--- src/ipm_pkg.sv ---
// ipm_pkg: shared constants of the input power monitor.
// assumes: a plain strobe register port with 8-bit byte addresses and 32-bit data.
package ipm_pkg;

  // measurement function select codes (upper bit set means threshold counting)
  localparam logic [1:0] FUNC_PEAK = 2'h0;
  localparam logic [1:0] FUNC_MEAN = 2'h1;

  // widths of the datapath
  localparam int MAG_W = 15;
  localparam int PERIOD_W = 24;
  localparam int THR_W = 10;
  localparam int MEAN_SHIFT = 9;
  localparam int EXP_W = 4;
  localparam int MANT_W = 20;

  // global register offsets
  localparam logic [7:0] OFF_IRQ_STATUS = 8'h00;
  localparam logic [7:0] OFF_IRQ_ENABLE = 8'h04;
  // per port block: base plus port index times stride
  localparam logic [7:0] OFF_PORT_BASE = 8'h10;
  localparam logic [7:0] PORT_STRIDE = 8'h10;
  localparam logic [3:0] OFF_CTRL = 4'h0;
  localparam logic [3:0] OFF_PERIOD = 4'h4;
  localparam logic [3:0] OFF_THRESH = 4'h8;
  localparam logic [3:0] OFF_HOLD = 4'hC;

  // monitor control field positions
  localparam int CTRL_ENABLE = 0;
  localparam int CTRL_FUNC_LO = 1;
  localparam int CTRL_DIS_TIMER = 3;
  localparam int CTRL_CLR_ON_READ = 4;
  localparam int CTRL_W = 5;

  // values after reset
  localparam logic [CTRL_W-1:0] CTRL_RESET = 5'h00;
  localparam logic [PERIOD_W-1:0] PERIOD_RESET = 24'h000000;
  localparam logic [THR_W-1:0] THRESH_RESET = 10'h000;
  localparam logic [31:0] DATA_ZERO = 32'h00000000;

  // timer value that ends a period
  localparam logic [PERIOD_W-1:0] TIMER_END = 24'h000001;

endpackage : ipm_pkg

--- src/ipm_input_power_monitor.sv ---
// ipm_input_power_monitor: register file, interrupt and per-port power monitors.
// assumes: single-cycle strobes, read data valid the cycle after the read strobe.
//
// Overview of operation
// - function select 00 picks peak measurement, keeping the larger magnitude.
// - peak mode compares each sample with the store and keeps the greater.
// - every input port has its own monitor with one active function.
// - peak mode holds the largest magnitude seen in the current period.
// - function select 01 picks mean power accumulation.
// - enabling loads the 24-bit period into the timer, counting each clock.
// - mean mode adds the 15-bit magnitude shifted right nine into 24 bits.
// - at count 1 mean result moves to holding, timer reloads, store reseeds.
// - mean result is 4-bit exponent over 20-bit mantissa.
// - at count 1 an enabled interrupt fires and status updates, every mode.
// - select upper bit 1 picks threshold counting, lower bit ignored.
// - threshold mode starts at zero, counts samples above threshold.
// - threshold compared is the gain-control upper threshold register.
// - threshold period end moves count, reloads timer, clears count.
// - disable-timer bit: timer runs but count 1 makes no transfer.
// - disable-timer: holding read transfers store and reloads timer.
// - disable-timer: count 1 still raises interrupt and status.
// - clear-on-read only acts while disable-timer is set.
// - both bits: read restarts store with magnitude, or zero in threshold mode.
// - disable-timer without clear: read leaves the store running on.
`timescale 1ns/1ps
`default_nettype none
module ipm_input_power_monitor #(
  parameter int NPORTS = 4
) (
  input wire logic sys_clk,
  input wire logic resetn,
  input wire logic [7:0] regAddr,
  input wire logic [31:0] regWrData,
  input wire logic regWrStb,
  input wire logic regRdStb,
  output logic [31:0] regRdData,
  input wire logic [NPORTS*ipm_pkg::MAG_W-1:0] sampleMag,
  output logic [NPORTS*ipm_pkg::THR_W-1:0] upperThreshold,
  output logic interruptRequestPin
);
  localparam int MW = ipm_pkg::MAG_W;
  localparam int PW = ipm_pkg::PERIOD_W;
  localparam int TW = ipm_pkg::THR_W;
  localparam int CW = ipm_pkg::CTRL_W;

  // port blocks must fit the 8-bit address space
  if (NPORTS < 1 || NPORTS > 8) begin : g_bad
    $error("ipm_input_power_monitor: NPORTS must be 1 to 8");
  end

  logic [NPORTS-1:0] irqStatus_r;
  logic [NPORTS-1:0] irqStatus_nxt;
  logic [NPORTS-1:0] irqEnable_r;
  logic [31:0] rdData_r;
  logic [31:0] rdData_nxt;
  logic irq_r;
  logic [NPORTS-1:0] periodEnd;
  logic [NPORTS*32-1:0] portRdData;
  logic [NPORTS-1:0] portHit;
  // per port threshold registers gathered for the gain-control output
  logic [NPORTS*TW-1:0] threshBus;

  // global register decode
  wire hitStatus = (regAddr == ipm_pkg::OFF_IRQ_STATUS);
  wire hitEnable = (regAddr == ipm_pkg::OFF_IRQ_ENABLE);
  wire [7:0] portOff = regAddr - ipm_pkg::OFF_PORT_BASE;
  wire [3:0] portSel = portOff[7:4];
  wire [3:0] portReg = portOff[3:0];
  wire inPortSpace = (regAddr >= ipm_pkg::OFF_PORT_BASE);

  // per port monitors, each with its own registers
  for (genvar p = 0; p < NPORTS; p++) begin : g_port
    logic [CW-1:0] ctrl_r;
    logic [PW-1:0] period_r;
    logic [PW-1:0] holdValue;
    logic [PW-1:0] liveValue;
    logic [31:0] rdSel;
    logic [TW-1:0] thresh_r;

    wire sel = inPortSpace && (portSel == 4'(p));
    wire wrCtrl = regWrStb && sel && (portReg == ipm_pkg::OFF_CTRL);
    wire wrPeriod = regWrStb && sel && (portReg == ipm_pkg::OFF_PERIOD);
    wire wrThresh = regWrStb && sel && (portReg == ipm_pkg::OFF_THRESH);
    wire rdHold = regRdStb && sel && (portReg == ipm_pkg::OFF_HOLD);
    wire disTimer = ctrl_r[ipm_pkg::CTRL_DIS_TIMER];

    // control, period and threshold registers of this port
    always_ff @(posedge sys_clk or negedge resetn) begin
      if (!resetn) begin
        ctrl_r <= ipm_pkg::CTRL_RESET;
        period_r <= ipm_pkg::PERIOD_RESET;
        thresh_r <= ipm_pkg::THRESH_RESET;
      end else begin
        if (wrCtrl) begin
          ctrl_r <= regWrData[CW-1:0];
        end
        if (wrPeriod) begin
          period_r <= regWrData[PW-1:0];
        end
        if (wrThresh) begin
          thresh_r <= regWrData[TW-1:0];
        end
      end
    end

    ipm_port_core #(
      .MAG_W(MW),
      .PERIOD_W(PW),
      .THR_W(TW)
    ) u_core (
      .sys_clk(sys_clk),
      .resetn(resetn),
      .enable(ctrl_r[ipm_pkg::CTRL_ENABLE]),
      .funcSel(ctrl_r[ipm_pkg::CTRL_FUNC_LO +: 2]),
      .disTimer(disTimer),
      .clrOnRead(ctrl_r[ipm_pkg::CTRL_CLR_ON_READ]),
      .period(period_r),
      .threshold(thresh_r),
      .sampleMag(sampleMag[p*MW +: MW]),
      .holdRead(rdHold),
      .periodEnd(periodEnd[p]),
      .holdValue(holdValue),
      .liveValue(liveValue)
    );

    // read returns the value being transferred when read-driven
    always_comb begin
      rdSel = ipm_pkg::DATA_ZERO;
      case (portReg)
        ipm_pkg::OFF_CTRL: rdSel = 32'(ctrl_r);
        ipm_pkg::OFF_PERIOD: rdSel = 32'(period_r);
        ipm_pkg::OFF_THRESH: rdSel = 32'(thresh_r);
        ipm_pkg::OFF_HOLD: rdSel = disTimer ? 32'(liveValue) : 32'(holdValue);
        default: rdSel = ipm_pkg::DATA_ZERO;
      endcase
    end
    assign portHit[p] = sel;
    assign threshBus[p*TW +: TW] = thresh_r;
    assign portRdData[p*32 +: 32] = rdSel;
  end

  // read data mux, unmapped addresses read zero
  always_comb begin
    rdData_nxt = ipm_pkg::DATA_ZERO;
    if (regRdStb) begin
      if (hitStatus) begin
        rdData_nxt = 32'(irqStatus_r);
      end else if (hitEnable) begin
        rdData_nxt = 32'(irqEnable_r);
      end else begin
        for (int i = 0; i < NPORTS; i++) begin
          if (portHit[i]) begin
            rdData_nxt = portRdData[i*32 +: 32];
          end
        end
      end
    end
  end

  // sticky status, set wins over write-one-to-clear
  assign irqStatus_nxt = (irqStatus_r & ~((regWrStb && hitStatus) ? regWrData[NPORTS-1:0] : '0))
    | periodEnd;

  // interrupt status, enable, pin and read data registers
  always_ff @(posedge sys_clk or negedge resetn) begin
    if (!resetn) begin
      irqStatus_r <= '0;
      irqEnable_r <= '0;
      irq_r <= 1'b0;
      rdData_r <= ipm_pkg::DATA_ZERO;
    end else begin
      irqStatus_r <= irqStatus_nxt;
      if (regWrStb && hitEnable) begin
        irqEnable_r <= regWrData[NPORTS-1:0];
      end
      irq_r <= |(irqStatus_nxt & irqEnable_r);
      rdData_r <= rdData_nxt;
    end
  end

  assign regRdData = rdData_r;
  assign interruptRequestPin = irq_r;
  assign upperThreshold = threshBus;

endmodule // ipm_input_power_monitor
`default_nettype wire

--- src/ipm_port_core.sv ---
// ipm_port_core: power monitor of one input port (peak, mean, threshold count).
// assumes: one magnitude per sys_clk; control and period come from registers.
`timescale 1ns/1ps
`default_nettype none
module ipm_port_core #(
  parameter int MAG_W = ipm_pkg::MAG_W,
  parameter int PERIOD_W = ipm_pkg::PERIOD_W,
  parameter int THR_W = ipm_pkg::THR_W
) (
  input wire logic sys_clk,
  input wire logic resetn,
  input wire logic enable,
  input wire logic [1:0] funcSel,
  input wire logic disTimer,
  input wire logic clrOnRead,
  input wire logic [PERIOD_W-1:0] period,
  input wire logic [THR_W-1:0] threshold,
  input wire logic [MAG_W-1:0] sampleMag,
  input wire logic holdRead,
  output logic periodEnd,
  output logic [PERIOD_W-1:0] holdValue,
  output logic [PERIOD_W-1:0] liveValue
);
  // elaboration check of the widths the datapath relies on
  if (MAG_W <= ipm_pkg::MEAN_SHIFT || MAG_W < THR_W || PERIOD_W != 24) begin : g_bad
    $error("ipm_port_core: unsupported width parameters");
  end

  logic active_r;
  logic [1:0] modeKey_r;
  logic [PERIOD_W-1:0] timer_r;
  logic [PERIOD_W-1:0] msr_r;
  logic [PERIOD_W-1:0] hold_r;

  // mean result as float: 4-bit exponent above a 20-bit mantissa
  function automatic logic [PERIOD_W-1:0] fmtFloat(input logic [PERIOD_W-1:0] acc);
    logic [4:0] lz;
    logic [PERIOD_W-1:0] norm;
    lz = 5'd14;
    for (int i = 0; i < 14; i++) begin
      if (acc[PERIOD_W-1-i] && lz == 5'd14) begin
        lz = 5'(i);
      end
    end
    norm = acc << lz;
    fmtFloat = {4'(lz + 5'd1), norm[PERIOD_W-1 -: ipm_pkg::MANT_W]};
  endfunction

  wire thrMode = funcSel[1];
  wire [1:0] modeKey = thrMode ? 2'h2 : funcSel;
  wire meanMode = !thrMode && (funcSel[0] == ipm_pkg::FUNC_MEAN[0]);
  wire restart = enable && (!active_r || modeKey != modeKey_r);
  wire [PERIOD_W-1:0] magExt = PERIOD_W'(sampleMag);
  wire crossing = sampleMag[MAG_W-1 -: THR_W] > threshold;
  wire [PERIOD_W-1:0] seed = thrMode ? '0 : magExt;
  wire [PERIOD_W-1:0] peakStep = (magExt > msr_r) ? magExt : msr_r;
  // mean adds the magnitude shifted right by nine
  wire [PERIOD_W-1:0] meanStep = msr_r + PERIOD_W'(sampleMag[MAG_W-1:ipm_pkg::MEAN_SHIFT]);
  wire [PERIOD_W-1:0] thrStep = msr_r + PERIOD_W'(crossing);
  wire [PERIOD_W-1:0] msrStep = thrMode ? thrStep : (meanMode ? meanStep : peakStep);
  // period end at a count of 1
  wire tc = active_r && !restart && (timer_r == ipm_pkg::TIMER_END);
  wire rdXfer = active_r && !restart && disTimer && holdRead;

  assign liveValue = meanMode ? fmtFloat(msr_r) : msr_r;
  assign holdValue = hold_r;
  assign periodEnd = tc;

  // period timer, working store and holding register
  always_ff @(posedge sys_clk or negedge resetn) begin
    if (!resetn) begin
      active_r <= 1'b0;
      modeKey_r <= 2'h0;
      timer_r <= ipm_pkg::PERIOD_RESET;
      msr_r <= '0;
      hold_r <= '0;
    end else if (!enable) begin
      active_r <= 1'b0;
    end else if (restart) begin
      active_r <= 1'b1;
      modeKey_r <= modeKey;
      timer_r <= period;
      msr_r <= seed;
    end else if (rdXfer) begin
      hold_r <= liveValue;
      timer_r <= period;
      msr_r <= clrOnRead ? seed : msrStep;
    end else if (tc && !disTimer) begin
      hold_r <= liveValue;
      timer_r <= period;
      msr_r <= seed;
    end else begin
      timer_r <= tc ? period : timer_r - PERIOD_W'(1);
      msr_r <= msrStep;
    end
  end

endmodule // ipm_port_core
`default_nettype wire

--- config.mk ---
export PLATFORM = sky130hd
export DESIGN_NAME = ipm_input_power_monitor
export DESIGN_NICKNAME = d
export VERILOG_FILES = /design/src/ipm_pkg.sv /design/src/ipm_input_power_monitor.sv /design/src/ipm_port_core.sv
export SDC_FILE = /design/constraint.sdc
export NUM_CORES = 2
export LEC_CHECK = 0
export BUFFER_PORTS_ARGS = -buffer_cell sky130_fd_sc_hd__buf_2
export CAP_MARGIN = 10
export CELL_PAD_IN_SITES_DETAIL_PLACEMENT = 0
export CELL_PAD_IN_SITES_GLOBAL_PLACEMENT = 1
export CORE_MARGIN = 2
export CORE_UTILIZATION = 48
export DETAILED_ROUTE_END_ITERATION = 8
export GPL_ROUTABILITY_DRIVEN = 0
export PLACE_DENSITY_LB_ADDON = 0.25
export SYNTH_ARGS = -nofsm -noshare
export SYNTH_HDL_FRONTEND = slang
export SYNTH_SLANG_ARGS = --single-unit
--- constraint.sdc ---
create_clock -name sys_clk -period 4.3 [get_ports sys_clk]
set_clock_uncertainty 0.2 [all_clocks]
set_input_delay 0 -clock sys_clk [delete_from_list [all_inputs] [get_ports sys_clk]]
set_output_delay 0 -clock sys_clk [all_outputs]
set_load 0.03 [all_outputs]
==> summary.md <==
| Metric | Value |
|---|---|
| Post-Syn Area | 37600 um2 |
| Synth Instances | 4687 |
| Dominant cell type by area after synthesis | dfrtp_1 |
| DIE WIDTH | 284 um |
| Crit path DAT | 4.55 ns |
| CP max FO | 17 |
| Sequential share of the synthesized area | 32.6% |
| Fmax | 0.237 GHz |
| Top cell type's share of synthesized area | 32.6% |
| Min-Delay Endpoint | g_port[2].u_core.msr_r[1] |
| Hold Worst Slack | 0.0181 ns |
| I/O pin cnt | 177 |
| Final setup fails | 0 |
| Utilization after layout | 55.9% |
| R2R setup slack | 0.18 ns |
| Required @ worst endpoint | 4.64 ns |
| Crit path time final | 4.21 ns |
| FILL cells | 7391 |
| Initial antenna violation count | 7 |
| GR Overflow Total | 0 |
| Critical path's largest stage delay | 0.60 ns |
| Distinct cell type count after synthesis | 94 |
| Hpwl dp | 110000 um |
| Main synth FF type | dfrtp_1 |
| Largest net degree at the start of global routing | 87 |
| Unrepaired setup endpoints after global routing | false |
| DIE HEIGHT | 284 um |
| Layout area overhead | 15.3% |
| Syn. warnings | 0 |
| Vias per inst | 6.57 |
| R2R Path End | regRdData[3] |
| Critical R2R Launch | g_port[0].u_core.msr_r[22] |
| HP Start | sampleMag[31] |
| DRC viols | 0 |
| Number of global-route vias before repair | 36538 |
| Starting Density | 48.5% |
| Clock-pin slew of the registers on the worst-case setup and hold paths | 0.06 ns |
| Fin. max-slew vios | 0 |
| WS Path Type | primary input to flip-flop |
| Clock Tree Buf Depth | 3 |
| CTS tree | yes |
| P_leak | 19.0 nW |
| TritonRoute pass-1 iters | 9 |
| First-iteration detailed-routing DRC count | 4537 |
| Setup Buffers After CTS | 0 |
| Wire per inst | 25.2 um |
| Max-cap viol count | 0 |
| P per Cell Area | 465 nW/um2 |
| Total global-route track usage | 36.4% |
| Final Hold Fails | 0 |
| Worst path slowest cell | dlygate4sd3_1 |
| I/O Buffers | 160 |
| H-Tree Depth | 2 |
| Outcome | finished, final reports clean |
| Setup crit start kind | primary input |
| DRT antenna net count | 0 |
| Die area | 80600 um2 |
| Core Rows | 102 |
| Syn avg cell area | 8.02 um2 |
| First-pass GRT wire length | 229000 um |
| Slew headroom | 25.6% |
| Routed wire length | 151000 um |
| Critical-path cell list | dlygate4sd3_1, buf_2, nor4bb_4, dlygate4sd3_1, buf_4, nand2_1, buf_4, nor3_1, buf_4, a2bb2oi_2, nand2_1, o21ai_0, a221oi_1, a21oi_1, dlygate4sd3_1 |
| R2R depth | 12 |
| Vias post-DR | 39315 |
| Crit end category | flip-flop |
| Fin crit share | 98.0% |
| Final #Nets | 5145 |
| Clock latency on the worst-skew pair | 0.66 ns |
| CTS sink count | 489 |
| Setup TNS | 0 ns |
| WHS Path Cells | 4 |
| Root Buffer | clkbuf_16 |
| EDFF count, synth | 0 |
| Post-DP Area | 40100 um2 |
| Fin area | 43300 um2 |
| HP Class | primary input to flip-flop |
| Core box area | 77500 um2 |
| Maximum VDD drop | 320 uV |
| Layout cell share with drive strength beyond 1 | 15.3% |
| Post-synth ARST share | 100% |
| Total CTS buffers | 58 |
| Worst slew pin tran | 1.11 ns |
| Largest cells by area after synthesis | dfrtp_1 33%, mux2_2 6.4%, o21ai_0 6.2% |
| Yosys reg bits | 489 |
sequential cells by signal, indices dropped and copies added (netlist names):
signal and cells:
g_port.ctrl_r 20, g_port.period_r 96, g_port.thresh_r 40, g_port.u_core.active_r 4, g_port.u_core.holdValue 96, g_port.u_core.modeKey_r 8
g_port.u_core.msr_r 96, g_port.u_core.timer_r 96, interruptRequestPin 1, irqEnable_r 4, irqStatus_r 4, regRdData 24
synth_stat cells, types with 42 or more instances:
| library cell | number |
|---|---|
| ha_1 | 144 |
| nand2_1 | 465 |
| a211oi_1 | 48 |
| clkbuf_1 | 310 |
| nor3_1 | 145 |
| nand3_1 | 150 |
| a22oi_1 | 47 |
| and3_1 | 45 |
| nor2_1 | 418 |
| a21o_1 | 61 |
| a31oi_1 | 74 |
| o211ai_1 | 45 |
| xnor2_1 | 51 |
| nand4_1 | 58 |
| inv_1 | 167 |
| a221oi_1 | 56 |
| nor4_1 | 55 |
| mux2i_1 | 114 |
| o21ai_0 | 462 |
| mux2_2 | 213 |
| a21oi_1 | 402 |
| dfrtp_1 | 489 |
| a221o_1 | 42 |
worst max-delay path by stage:
stage                               startpoint  cells past startpoint  slack [ns]                          to
detailed placement  g_port[3].u_core.msr_r[20]                      9        0.33                regRdData[0]
global placement    g_port[3].u_core.msr_r[20]                      9        0.33                regRdData[0]
floorplan                g_port[1].thresh_r[1]                     23        0.42  g_port[1].u_core.msr_r[19]
global route                        regAddr[3]                     15        0.02   g_port[3].u_core.msr_r[3]
finish                              regAddr[3]                     15        0.09   g_port[3].u_core.msr_r[3]
CTS                                 regAddr[2]                     15        0.06   g_port[3].u_core.msr_r[3]
cell families (layout without fill, tap and decap cells):
group	Yosys count	count (layout)	share of synthesized area (%)
adders and majority gates	148	148	5.01
muxes	329	329	9.54
DFF	489	489	32.6
and+or+nand+nor	1535	1535	19.1
xor gates and xnor gates	57	57	1.33
buffers and inverters	553	799	5.75
AOI/OAI and AO/OA	1575	1575	26.7
other	1	9	0.00998
power breakdown:
| group | switching, W | internal, W | total (W) |
|---|---|---|---|
| logic | 0.00571 | 0.00347 | 0.00918 |
| clock network | 0.00217 | 0.00298 | 0.00516 |
| registers | 0.000804 | 0.00500 | 0.00580 |
layer usage:
metal	vias up	global-route usage (%)	wire length, um
met4	4	19.0	9310
met1	18964	50.7	63700
met2	2107	54.2	64200
met3	464	5.88	13400
li1	17776	-	-
met5	-	0	24
per-stage QoR:
step | instances | power, W | worst slack, ns
CTS | 5980 | 0.0199 | 0.0632
floorplan | 4694 | 0.0118 | 0.422
global route | 5980 | 0.0212 | 0.0214
finish | 5981 | 0.0201 | 0.0855
global placement | 5752 | 0.0146 | 0.334
detailed placement | 5752 | 0.0146 | 0.325
layout by cell type (no fill, tap or decap), types with 51 or more instances in the layout:
master,synthesis,layout
xnor2_1,51,51
buf_2,26,159
inv_1,167,167
nor4_1,55,55
mux2i_1,114,113
nand2_1,465,465
a221oi_1,56,56
a21oi_1,402,401
a31oi_1,74,73
a21o_1,61,61
buf_4,8,227
nand3_1,150,150
o21ai_0,462,462
ha_1,144,144
dfrtp_1,489,488
clkbuf_16,0,59
nor3_1,145,144
nor2_1,418,416
nand4_1,58,58
dlygate4sd3_1,0,120
mux2_2,213,213
worst max-delay path: cells and delay by family:
| kind | cells | cell delay (ns) |
|---|---|---|
| AO/OA/AOI/OAI | 4 | 0.73 |
| buffers and inverters | 7 | 2.69 |
| AND/OR/NAND/NOR | 4 | 1.09 |
area by class of cell:
type                            count  area (um2)  share of cell area, %
Antenna cell                        1        2.50                0.00578
Clock buffer                       85        1700                   3.93
Clock inverter                     22         250                  0.578
Inverter                          179         673                   1.55
Multi-Input combinational cell   3652       23300                   53.8
Sequential cell                   489       12200                   28.2
Tap cell                         1040        1300                   3.00
Timing Repair Buffer              513        3840                   8.87
what timing repair did:
| item | in CTS | in global routing |
|---|---|---|
| hold buffers | 121 | 0 |
| gates resized for setup | 0 | 8 |
| endpoints found under the hold margin | 683 | 0 |
| setup endpoints to repair | 0 | 7 |
No activity file was read; power rests on OpenSTA's default activity.
